**src/shared/gpt_pkg.sv**
```systemverilog
// Constants, register layout and state type of the general purpose timer set.
// Assumes one 40 MHz system clock; all users refer to names as gpt_pkg::name.
package gpt_pkg;

   // Timer slots: 0 is the single timer, 1..8 are the pair members (odd slot = even member)
   localparam int NUM_TIMERS = 9;
   localparam logic [3:0] LAST_TIMER = 4'h8;
   localparam int SLOT_T2 = 1;
   localparam int SLOT_T3 = 2;
   localparam int SLOT_T5 = 4;

   // Register word index inside one timer's 16-byte block (byte address = slot*16 + index*4)
   localparam logic [1:0] REG_CON = 2'h0;
   localparam logic [1:0] REG_CNT = 2'h1;
   localparam logic [1:0] REG_PER = 2'h2;
   localparam int ADDR_W = 12;

   // Control field positions
   localparam int BIT_RUN = 15;
   localparam int BIT_IDLE_STOP = 13;
   localparam int BIT_GATE = 6;
   localparam int BIT_PS_HI = 5;
   localparam int BIT_PS_LO = 4;
   localparam int BIT_PAIR = 3;
   localparam int BIT_SYNC = 2;
   localparam int BIT_CSRC = 1;

   // Implemented control bits per kind of timer
   localparam logic [15:0] MASK_SINGLE = 16'hA076;
   localparam logic [15:0] MASK_EVEN = 16'hA07A;
   localparam logic [15:0] MASK_ODD = 16'hA072;

   // Prescaler terminal counts for 1:1, 1:8, 1:64, 1:256
   localparam logic [7:0] PS_LIM_1 = 8'h00;
   localparam logic [7:0] PS_LIM_8 = 8'h07;
   localparam logic [7:0] PS_LIM_64 = 8'h3F;
   localparam logic [7:0] PS_LIM_256 = 8'hFF;

   // Reset values
   localparam logic [15:0] CON_RST = 16'h0000;
   localparam logic [15:0] CNT_RST = 16'h0000;
   localparam logic [15:0] PER_RST = 16'hFFFF;

   // AXI responses
   localparam logic [1:0] RESP_OKAY = 2'h0;
   localparam logic [1:0] RESP_SLVERR = 2'h2;

   typedef struct packed {
      logic [8:0][15:0] con;
      logic [8:0][15:0] cnt;
      logic [8:0][15:0] per;
      logic [8:0][7:0] pre;
      logic [8:0] pin_s1;
      logic [8:0] pin_s2;
      logic [8:0] pin_d;
      logic [8:0] evt;
      logic aw_v;
      logic [11:0] aw_a;
      logic w_v;
      logic [31:0] w_d;
      logic [3:0] w_s;
      logic b_v;
      logic [1:0] b_r;
      logic r_v;
      logic [31:0] r_d;
      logic [1:0] r_r;
   } gpt_state_s;

endpackage

```
**src/rtl/gpt_timer_set.sv**
```systemverilog
// One 16-bit single timer plus four timer pairs, registers on an AXI4-Lite slave.
// Assumes clock pins are asynchronous to clk_sys; idle/sleep flags come from the clock domain.
`timescale 1ns/1ps

// Notes on behaviour
// - Single timer: internal timer, synchronized counter, or unsynchronized external counter.
// - Single timer flags on period match, or on gate falling edge when gated.
// - Single timer keeps counting in idle unless idle stop set; in sleep only as unsynchronized external counter.
// - Control bit 15 runs the timer when one, halts it when zero.
// - Gate bit 6 ignored with external clock; enables gated accumulation otherwise.
// - Prescale bits 5-4 divide by 1, 8, 64 or 256.
// - Sync bit 2 synchronizes external clock; ignored with internal clock.
// - Clock source bit 1 picks pin rising edges, else internal clock.
// - Pairs run as two 16-bit timers or one 32-bit timer/counter.
// - Each pair member alone is a synchronous timer or counter.
// - Even timer bit 3 joins the pair into one 32-bit timer.
// - In 32-bit mode the even timer is the low word.
// - In 32-bit mode odd control is ignored; even control, clock, gate govern.
// - In 32-bit mode the event appears on the odd timer's line.
// - In 32-bit mode the period is odd period high, even period low.
// - In 32-bit mode odd count holds upper word, even count lower.
// - Even run bit starts the whole pair in 32-bit mode, else only itself.
// - Only the second and third timers feed capture/compare and DMA.
// - First pair triggers first converter, second pair the second converter.
module gpt_timer_set (
   // Clock and reset
   input wire logic clk_sys,
   input wire logic resetn,
   // AXI4-Lite slave
   input wire logic [11:0] s_axi_awaddr,
   input wire logic s_axi_awvalid,
   output logic s_axi_awready,
   input wire logic [31:0] s_axi_wdata,
   input wire logic [3:0] s_axi_wstrb,
   input wire logic s_axi_wvalid,
   output logic s_axi_wready,
   output logic [1:0] s_axi_bresp,
   output logic s_axi_bvalid,
   input wire logic s_axi_bready,
   input wire logic [11:0] s_axi_araddr,
   input wire logic s_axi_arvalid,
   output logic s_axi_arready,
   output logic [31:0] s_axi_rdata,
   output logic [1:0] s_axi_rresp,
   output logic s_axi_rvalid,
   input wire logic s_axi_rready,
   // Clock and gate pins
   input wire logic single_timer_clock_pin,
   input wire logic [7:0] pair_timer_clock_pin,
   // Device power state
   input wire logic idle_mode,
   input wire logic sleep_mode,
   // Events to interrupt controller, converters, DMA, capture/compare
   output logic [8:0] timer_event,
   output logic [1:0] adc_trigger,
   output logic [1:0] dma_request,
   output logic [15:0] timebase_2_count,
   output logic [15:0] timebase_3_count
);

   gpt_pkg::gpt_state_s s_q;
   gpt_pkg::gpt_state_s s_d;

   // Helpers visible to the checks below
   logic [8:0] tick_c;
   logic [8:0] match_c;
   logic [8:0] run_c;
   logic wr_go;

   function automatic logic [7:0] ps_limit(input logic [1:0] code);
      unique case (code)
         2'h0: ps_limit = gpt_pkg::PS_LIM_1;
         2'h1: ps_limit = gpt_pkg::PS_LIM_8;
         2'h2: ps_limit = gpt_pkg::PS_LIM_64;
         2'h3: ps_limit = gpt_pkg::PS_LIM_256;
      endcase
   endfunction

   function automatic logic [15:0] con_mask(input logic [3:0] slot);
      if (slot == 4'h0) begin
         con_mask = gpt_pkg::MASK_SINGLE;
      end else if (slot[0]) begin
         con_mask = gpt_pkg::MASK_EVEN;
      end else begin
         con_mask = gpt_pkg::MASK_ODD;
      end
   endfunction

   function automatic logic addr_ok(input logic [11:0] a);
      addr_ok = (a[11:8] == 4'h0) && (a[7:4] <= gpt_pkg::LAST_TIMER) && (a[3:2] != 2'h3);
   endfunction

   function automatic logic [15:0] merge(input logic [15:0] old, input logic [31:0] d,
                                         input logic [3:0] strb);
      merge = old;
      if (strb[0]) begin
         merge[7:0] = d[7:0];
      end
      if (strb[1]) begin
         merge[15:8] = d[15:8];
      end
   endfunction

   always_comb begin
      logic [8:0] rise;
      logic [8:0] fall;
      logic [15:0] c;
      logic [7:0] lim;
      logic slave;
      logic is_async;
      logic src;
      logic gated;
      logic wide;
      logic m;
      logic [31:0] nxt;
      logic [3:0] slot;
      logic [1:0] rsel;
      int lo;
      int hi;
      rise = '0;
      fall = '0;
      c = '0;
      lim = '0;
      slave = 1'b0;
      is_async = 1'b0;
      src = 1'b0;
      gated = 1'b0;
      wide = 1'b0;
      slot = '0;
      rsel = '0;
      lo = 0;
      hi = 0;
      s_d = s_q;
      tick_c = '0;
      match_c = '0;
      run_c = '0;
      wr_go = 1'b0;
      m = 1'b0;
      nxt = '0;
      // Pins pass three flops; only the second and later stages are looked at
      s_d.pin_s1 = {pair_timer_clock_pin, single_timer_clock_pin};
      s_d.pin_s2 = s_q.pin_s1;
      s_d.pin_d = s_q.pin_s2;
      rise = s_q.pin_s2 & ~s_q.pin_d;
      fall = ~s_q.pin_s2 & s_q.pin_d;
      s_d.evt = '0;
      for (int i = 0; i < gpt_pkg::NUM_TIMERS; i++) begin
         lo = (i > 0) ? i - 1 : 0;
         hi = (i < 8) ? i + 1 : 8;
         c = s_q.con[i];
         slave = (i > 0) && (i % 2 == 0) && s_q.con[lo][gpt_pkg::BIT_PAIR];
         wide = (i % 2 == 1) && c[gpt_pkg::BIT_PAIR];
         // Only the single timer may run from an unsynchronized pin, so only it counts in sleep
         is_async = (i == 0) && c[gpt_pkg::BIT_CSRC] && !c[gpt_pkg::BIT_SYNC];
         run_c[i] = c[gpt_pkg::BIT_RUN] && !slave
                    && !(idle_mode && c[gpt_pkg::BIT_IDLE_STOP])
                    && !(sleep_mode && !is_async);
         gated = c[gpt_pkg::BIT_GATE] && !c[gpt_pkg::BIT_CSRC];
         src = c[gpt_pkg::BIT_CSRC] ? rise[i] : (!gated || s_q.pin_s2[i]);
         lim = ps_limit(c[gpt_pkg::BIT_PS_HI:gpt_pkg::BIT_PS_LO]);
         if (!run_c[i]) begin
            s_d.pre[i] = '0;
         end else if (src) begin
            tick_c[i] = (s_q.pre[i] == lim);
            s_d.pre[i] = tick_c[i] ? '0 : s_q.pre[i] + 8'h01;
         end
         // Gated mode flags on the gate's falling edge instead of on match
         if (run_c[i] && gated && fall[i]) begin
            s_d.evt[wide ? hi : i] = 1'b1;
         end
         if (tick_c[i] && wide) begin
            m = {s_q.cnt[hi], s_q.cnt[i]} == {s_q.per[hi], s_q.per[i]};
            nxt = m ? '0 : {s_q.cnt[hi], s_q.cnt[i]} + 32'h0000_0001;
            s_d.cnt[i] = nxt[15:0];
            s_d.cnt[hi] = nxt[31:16];
            match_c[i] = m;
            if (m && !gated) begin
               s_d.evt[hi] = 1'b1;
            end
         end else if (tick_c[i]) begin
            m = s_q.cnt[i] == s_q.per[i];
            s_d.cnt[i] = m ? '0 : s_q.cnt[i] + 16'h0001;
            match_c[i] = m;
            if (m && !gated) begin
               s_d.evt[i] = 1'b1;
            end
         end
      end
      // Write channel: address and data taken independently, acted on when both held
      if (s_axi_awvalid && s_axi_awready) begin
         s_d.aw_v = 1'b1;
         s_d.aw_a = s_axi_awaddr;
      end
      if (s_axi_wvalid && s_axi_wready) begin
         s_d.w_v = 1'b1;
         s_d.w_d = s_axi_wdata;
         s_d.w_s = s_axi_wstrb;
      end
      if (s_q.aw_v && s_q.w_v) begin
         wr_go = 1'b1;
         slot = s_q.aw_a[7:4];
         rsel = s_q.aw_a[3:2];
         s_d.aw_v = 1'b0;
         s_d.w_v = 1'b0;
         s_d.b_v = 1'b1;
         s_d.b_r = addr_ok(s_q.aw_a) ? gpt_pkg::RESP_OKAY : gpt_pkg::RESP_SLVERR;
         // Software writes win over the count update of the same cycle
         if (addr_ok(s_q.aw_a)) begin
            unique case (rsel)
               gpt_pkg::REG_CON: begin
                  s_d.con[slot] = merge(s_q.con[slot], s_q.w_d, s_q.w_s) & con_mask(slot);
                  s_d.pre[slot] = '0;
               end
               gpt_pkg::REG_CNT: s_d.cnt[slot] = merge(s_q.cnt[slot], s_q.w_d, s_q.w_s);
               gpt_pkg::REG_PER: s_d.per[slot] = merge(s_q.per[slot], s_q.w_d, s_q.w_s);
               default: s_d.b_r = gpt_pkg::RESP_SLVERR;
            endcase
         end
      end
      if (s_q.b_v && s_axi_bready) begin
         s_d.b_v = 1'b0;
      end
      // Read channel: answer one cycle after the address is taken
      if (s_q.r_v && s_axi_rready) begin
         s_d.r_v = 1'b0;
      end
      if (s_axi_arvalid && s_axi_arready) begin
         slot = s_axi_araddr[7:4];
         rsel = s_axi_araddr[3:2];
         s_d.r_v = 1'b1;
         s_d.r_d = '0;
         s_d.r_r = gpt_pkg::RESP_SLVERR;
         if (addr_ok(s_axi_araddr)) begin
            s_d.r_r = gpt_pkg::RESP_OKAY;
            unique case (rsel)
               gpt_pkg::REG_CON: s_d.r_d = {16'h0000, s_q.con[slot]};
               gpt_pkg::REG_CNT: s_d.r_d = {16'h0000, s_q.cnt[slot]};
               gpt_pkg::REG_PER: s_d.r_d = {16'h0000, s_q.per[slot]};
               default: s_d.r_r = gpt_pkg::RESP_SLVERR;
            endcase
         end
      end
   end

   always_ff @(posedge clk_sys or negedge resetn) begin
      if (!resetn) begin
         s_q <= '0;
         s_q.con <= {gpt_pkg::NUM_TIMERS{gpt_pkg::CON_RST}};
         s_q.cnt <= {gpt_pkg::NUM_TIMERS{gpt_pkg::CNT_RST}};
         s_q.per <= {gpt_pkg::NUM_TIMERS{gpt_pkg::PER_RST}};
      end else begin
         s_q <= s_d;
      end
   end

   // One write and one read under way at a time
   assign s_axi_awready = !s_q.aw_v && !s_q.b_v;
   assign s_axi_wready = !s_q.w_v && !s_q.b_v;
   assign s_axi_bvalid = s_q.b_v;
   assign s_axi_bresp = s_q.b_r;
   assign s_axi_arready = !s_q.r_v;
   assign s_axi_rvalid = s_q.r_v;
   assign s_axi_rdata = s_q.r_d;
   assign s_axi_rresp = s_q.r_r;

   assign timer_event = s_q.evt;
   // Converter triggers come from the odd member, which also carries the event in 32-bit mode
   assign adc_trigger = {s_q.evt[gpt_pkg::SLOT_T5], s_q.evt[gpt_pkg::SLOT_T3]};
   assign dma_request = {s_q.evt[gpt_pkg::SLOT_T3], s_q.evt[gpt_pkg::SLOT_T2]};
   assign timebase_2_count = s_q.cnt[gpt_pkg::SLOT_T2];
   assign timebase_3_count = s_q.cnt[gpt_pkg::SLOT_T3];
endmodule

```
**config.mk**
```make
export PLATFORM = sky130hd
export DESIGN_NAME = gpt_timer_set
export DESIGN_NICKNAME = d
export VERILOG_FILES = /design/src/shared/gpt_pkg.sv /design/src/rtl/gpt_timer_set.sv
export SDC_FILE = /design/constraint.sdc
export NUM_CORES = 2
export LEC_CHECK = 0
export CAP_MARGIN = 20
export CORE_AREA = 4 4 280 282
export DETAILED_ROUTE_END_ITERATION = 12
export DIE_AREA = 0 0 284 286
export DONT_BUFFER_PORTS = 1
export PLACE_DENSITY = 0.65
export SKIP_LAST_GASP = 1
export SYNTH_ARGS = -nofsm -noshare
export SYNTH_HDL_FRONTEND = slang
export SYNTH_SLANG_ARGS = --single-unit
```
**constraint.sdc**
```tcl
create_clock -name clk_sys -period 6.6 [get_ports clk_sys]
set_input_delay 0.33 -clock clk_sys [delete_from_list [all_inputs] [get_ports clk_sys]]
set_output_delay 0.33 -clock clk_sys [all_outputs]
set_load 0.02 [all_outputs]
```
## After elaboration in Yosys (flattened, before gate mapping)

Cells that the tools add are included.

- Add/subtract/negate cells: 22
- $mul: 0
- Divide/modulo/power cells: 0
- Magnitude comparators: 13
- Eq/ne operators: 55
- Shift-type cells: 0
- Mux-type cells: 211
- Bitwise gates (word level): 11
- Reductions and logical operators: 164

Operators by type and width:

| cell | number |
|---|---|
| 360-bit two-way mux | 2 |
| 16-bit two-way mux | 37 |
| 144-bit bitwise mux | 3 |
| 8-bit two-way mux | 52 |
| 16-bit binary-select mux with 4-bit select | 6 |
| 144-bit two-way mux | 2 |
| 8-bit case mux with 4 select lines | 9 |
| 16-bit by 1-bit adder with 16-bit output (second input constant) | 9 |
| 16-bit equality test | 9 |
| 32-bit by 1-bit adder with 32-bit output (second input constant) | 4 |
| 32-bit equality test | 4 |
| 32-bit two-way mux | 4 |
| 1-bit logical AND | 94 |
| 8-bit by 1-bit adder with 8-bit output (second input constant) | 9 |
| 72-bit bitwise AND | 1 |
| 8-bit equality test | 9 |
| 72-bit two-way mux | 1 |
| 72-bit inverter | 1 |
| 1-bit two-way mux | 70 |
| 16-bit demux with 4-bit select | 1 |
| 16-bit case mux with 3 select lines | 1 |
| 2-bit equality test (second input constant) | 20 |
| 1-bit zero test | 39 |
| 37-bit two-way mux | 1 |
| 29 further kinds | 88 |

- Bits in registers: 628
- Latch bits: 0
- RAM bits: 0
- ROM bits: 0
- Output and inout port bits: 86
- Memories: 0

## Longest topological paths before layout

- Depth in word-level cells: 39
- Depth in mapped cells: 10
- Mapped depth without buffers: 8

## Worst setup path after synthesis

No wires, ideal clock.

- Path type: register to register
- From: register s_q[84] (netlist bit)
- To: register s_q[549] (netlist bit)
- Setup time: 125 ps
- Data arrival time: 2,486 ps
- Data required time: 6,475 ps
- Path slack: 3,989 ps
- Cell stages (with the launch flop): 7
- Path buffers: 1
- Cell sequence: dfrtp_1 -> or4_4 -> or3_4 -> or3_4 -> buf_6 -> nor4_4 -> mux2_2

- Longest elaborated chain between the ends: 4

RTL lines:

| item | RTL line | text |
|---|---|---|
| start, declared | gpt_timer_set.sv:61 | `gpt_pkg::gpt_state_s s_q;` |
| 4-bit zero test | gpt_timer_set.sv:90 | `addr_ok = (a[11:8] == 4'h0) && (a[7:4] <= gpt_pkg::LAST_TIMER) && (a[3:2] != 2'h3);` |
| 1-bit logical AND (2 in a row) | gpt_timer_set.sv:90 |  |
| 3-bit AND reduction (no source line) | -- |  |

No other way between the ends.
A chain may end at the register's enable or synchronous reset.

==> reports/summary.txt <==
status - finished with violations
failing checks - negative hold slack, max-slew violations
Rel. slew slack - -0.622
number of routed nets with antenna violations - 0
largest net degree at the start of global routing - 519
Post-Route WL - 120000 microns
GRT Util Overall - 0.286
Final Cell Area - 0.0369 sq mm
CTS root buf - clkbuf_16
Area Growth Syn to Fin - 8.57%
Num CTS Buffers - 61
mux share of post-synthesis cell area - 0.194
placed inst area - 0.0341 sq mm
CP Class - flip-flop to flip-flop
Worst setup EP type - flip-flop
Layout Nets - 3320
wire per inst - 28.2 microns
Synth Register Bits - 518
Port Buffers - 0
Least-Margin Pin Slew - 2.43 ns
final setup TNS - 0 ns
vias in the first global route - 26.7k
final setup violating endpoints - 0
vias post-DR - 28.3k
CTS Sinks - 518
CP Launch Type - flip-flop
Congestion Overflow GR - 0
part of the cycle the worst path needs - 0.627
synth cell count leaders - dfrtp_1, nor2_1, nand2_1
max cap viols - 0
Synth Area in XOR/XNOR - 0.0591
maximum vdd drop - 0.262 mV
Synth area leader - dfrtp_1
register area share after synthesis - 0.387
global-route wire length before repair - 177000 microns
clock skew - 0.0316 ns
die span in y - 286 microns
Layout fillers - 6781
Avg Cell Area, Syn - 10.0 sq um
drt drc - 0
worst hold slack - -0.617 ns
CTS tree - done
initial core utilization - 0.449
Vias/cell - 6.66
layout cells sized above 1 - 0.226
RSZ-0062 raised after global routing - no
initial antenna violation count - 5
R2R depth - 7
Simple-Gate Fraction of Synth Area - 0.164
# H-tree levels - 2
top-level port count - 164
CTS Buffer Depth - 3
R2R Setup Slk - 2.46 ns
area of the mapped netlist - 0.0340 sq mm
Clk pin slew, worst setup/hold paths - 0.06 ns
GPL Wtd Cong - 1.01
cells after synthesis - 3381
die area - 0.0812 sq mm
crit path DAT - 4.70 ns
FP Rows - 101
hold bufs inserted after CTS - 47
1st-pass router iterations - 6
Crit Path Max Fanout - 41
YS warnings - 0
Hold WC Path Type - input port to async pin
static leakage - 0.0145 uW
minimum clock period - 4.14 ns
Max Clock Freq - 242 MHz
most common cell in the synthesized netlist - dfrtp_1
Final Hold Fails - 384
compound-gate portion of the synthesized area - 0.135
Cell variety after synth - 103
critical path required time - 7.16 ns
Most used DFF post-synth - dfrtp_1
Synth top area share - 0.276
dpl hpwl - 84900 microns
core area - 0.0757 sq mm
Worst-Skew Late Latency - 0.67 ns
asr flop ratio synth - 1.00
Setup Buffers After CTS - 0
worst reg2reg endpoint - s_q[477]
main combinational cell family by area after synthesis - multiplexers
pins over their slew limit - 246
Adder-Cell Fraction of Synth Area - 0.00663
Synth area leaders - dfrtp_1, dfstp_2, mux4_2
Initial DRC Count - 3265
Post-synth EDFFs - 0
Worst R2R Start - s_q[79]
pwr dens - 365 mW/mm^2
DIE WIDTH - 284 microns
## layout make-up
class	count	area (sq um)	share of cell area
Sequential cell	518	13200	0.357
Antenna cell	1	2.50	0.0000679
Multi-Input combinational cell	2487	19100	0.519
Clock inverter	31	495	0.0134
Clock buffer	84	1740	0.0473
Inverter	55	206	0.00560
Timing Repair Buffer	101	915	0.0248
Tap cell	978	1220	0.0332
## logic make-up after synthesis
group	Yosys count
buffers and inverters	393
xor gates and xnor gates	229
other	1
DFF	518
and+or+nand+nor	1069
AOI/OAI and AO/OA	707
muxes	446
adders and majority gates	18
## critical path, stage by stage, from the launching register on
cell	delay, ns
dfrtp_4	0.41
buf_4	0.62
or3b_2	0.72
o22ai_1	0.43
a211oi_1	0.14
a21oi_2	0.93
inv_1	0.49
o32ai_1	0.24
## state kept, by name, summed over array words and instances (netlist names)
| register | cells |
|---|---|
| timer_event | 9 |
| s_axi_bvalid | 1 |
| s_q | 439 |
| timebase_2_count | 16 |
| s_axi_rresp | 1 |
| s_axi_rdata | 16 |
| s_d | 18 |
| s_axi_rvalid | 1 |
| timebase_3_count | 16 |
| s_axi_bresp | 1 |
## metal layers
layer / part of all wire / vias to the layer above / GRT usage
li1: - / 12106 / -
met1: 0.38 / 14073 / 0.374
met2: 0.44 / 1791 / 0.436
met3: 0.11 / 376 / 0.0738
met4: 0.069 / 0 / 0.158
met5: 0 / - / 0
## worst max path at each step
stage               slack, ns  cells after the start                   to    start
floorplan                3.99                      6             s_q[549]  s_q[84]
global placement         2.59                      7  timebase_3_count[7]  s_q[79]
detailed placement       2.70                      7             s_q[477]  s_q[79]
CTS                      2.69                      7             s_q[477]  s_q[79]
global route             2.51                      7  timebase_3_count[9]  s_q[79]
finish                   2.46                      7             s_q[477]  s_q[79]
## report_power, final
group | switching [uW] | total (uW) | internal [uW]
Clock | 1470 | 3750 | 2280
Combinational | 3640 | 5430 | 1790
Sequential | 747 | 4270 | 3520
Total | 5860 | 13400 | 7590
## stage by stage
stage	power, uW	hold slack, ns	setup WS, ns	util	std cells
floorplan	7280	0.0344	3.99	-	3398
CTS	13200	-0.640	2.69	0.486	4251
global placement	9340	0.0726	2.59	0.450	4088
detailed placement	9410	0.0734	2.70	0.450	4089
global route	13900	-0.652	2.51	0.487	4255
finish	13400	-0.617	2.46	0.487	4255
## what timing repair did
action | 4_1_cts | 5_1_grt
endpoints found under the hold margin | 566 | 508
setup endpoints to repair | 0 | 0
resized for setup | 0 | 0
## cell usage in the layout, fill, tap and decap left out, types with 76 or more instances in the layout
cell / Yosys / final
mux2_2: 223 / 223
nand3_1: 118 / 118
nand2_1: 225 / 225
a21oi_1: 152 / 147
nor2_1: 241 / 241
dfrtp_1: 374 / 372
mux4_2: 147 / 147
xor2_1: 111 / 111
dfstp_2: 144 / 144
mux2i_1: 76 / 76
xnor2_1: 118 / 118
o21ai_0: 188 / 188
(Power assumes the default switching activity.)
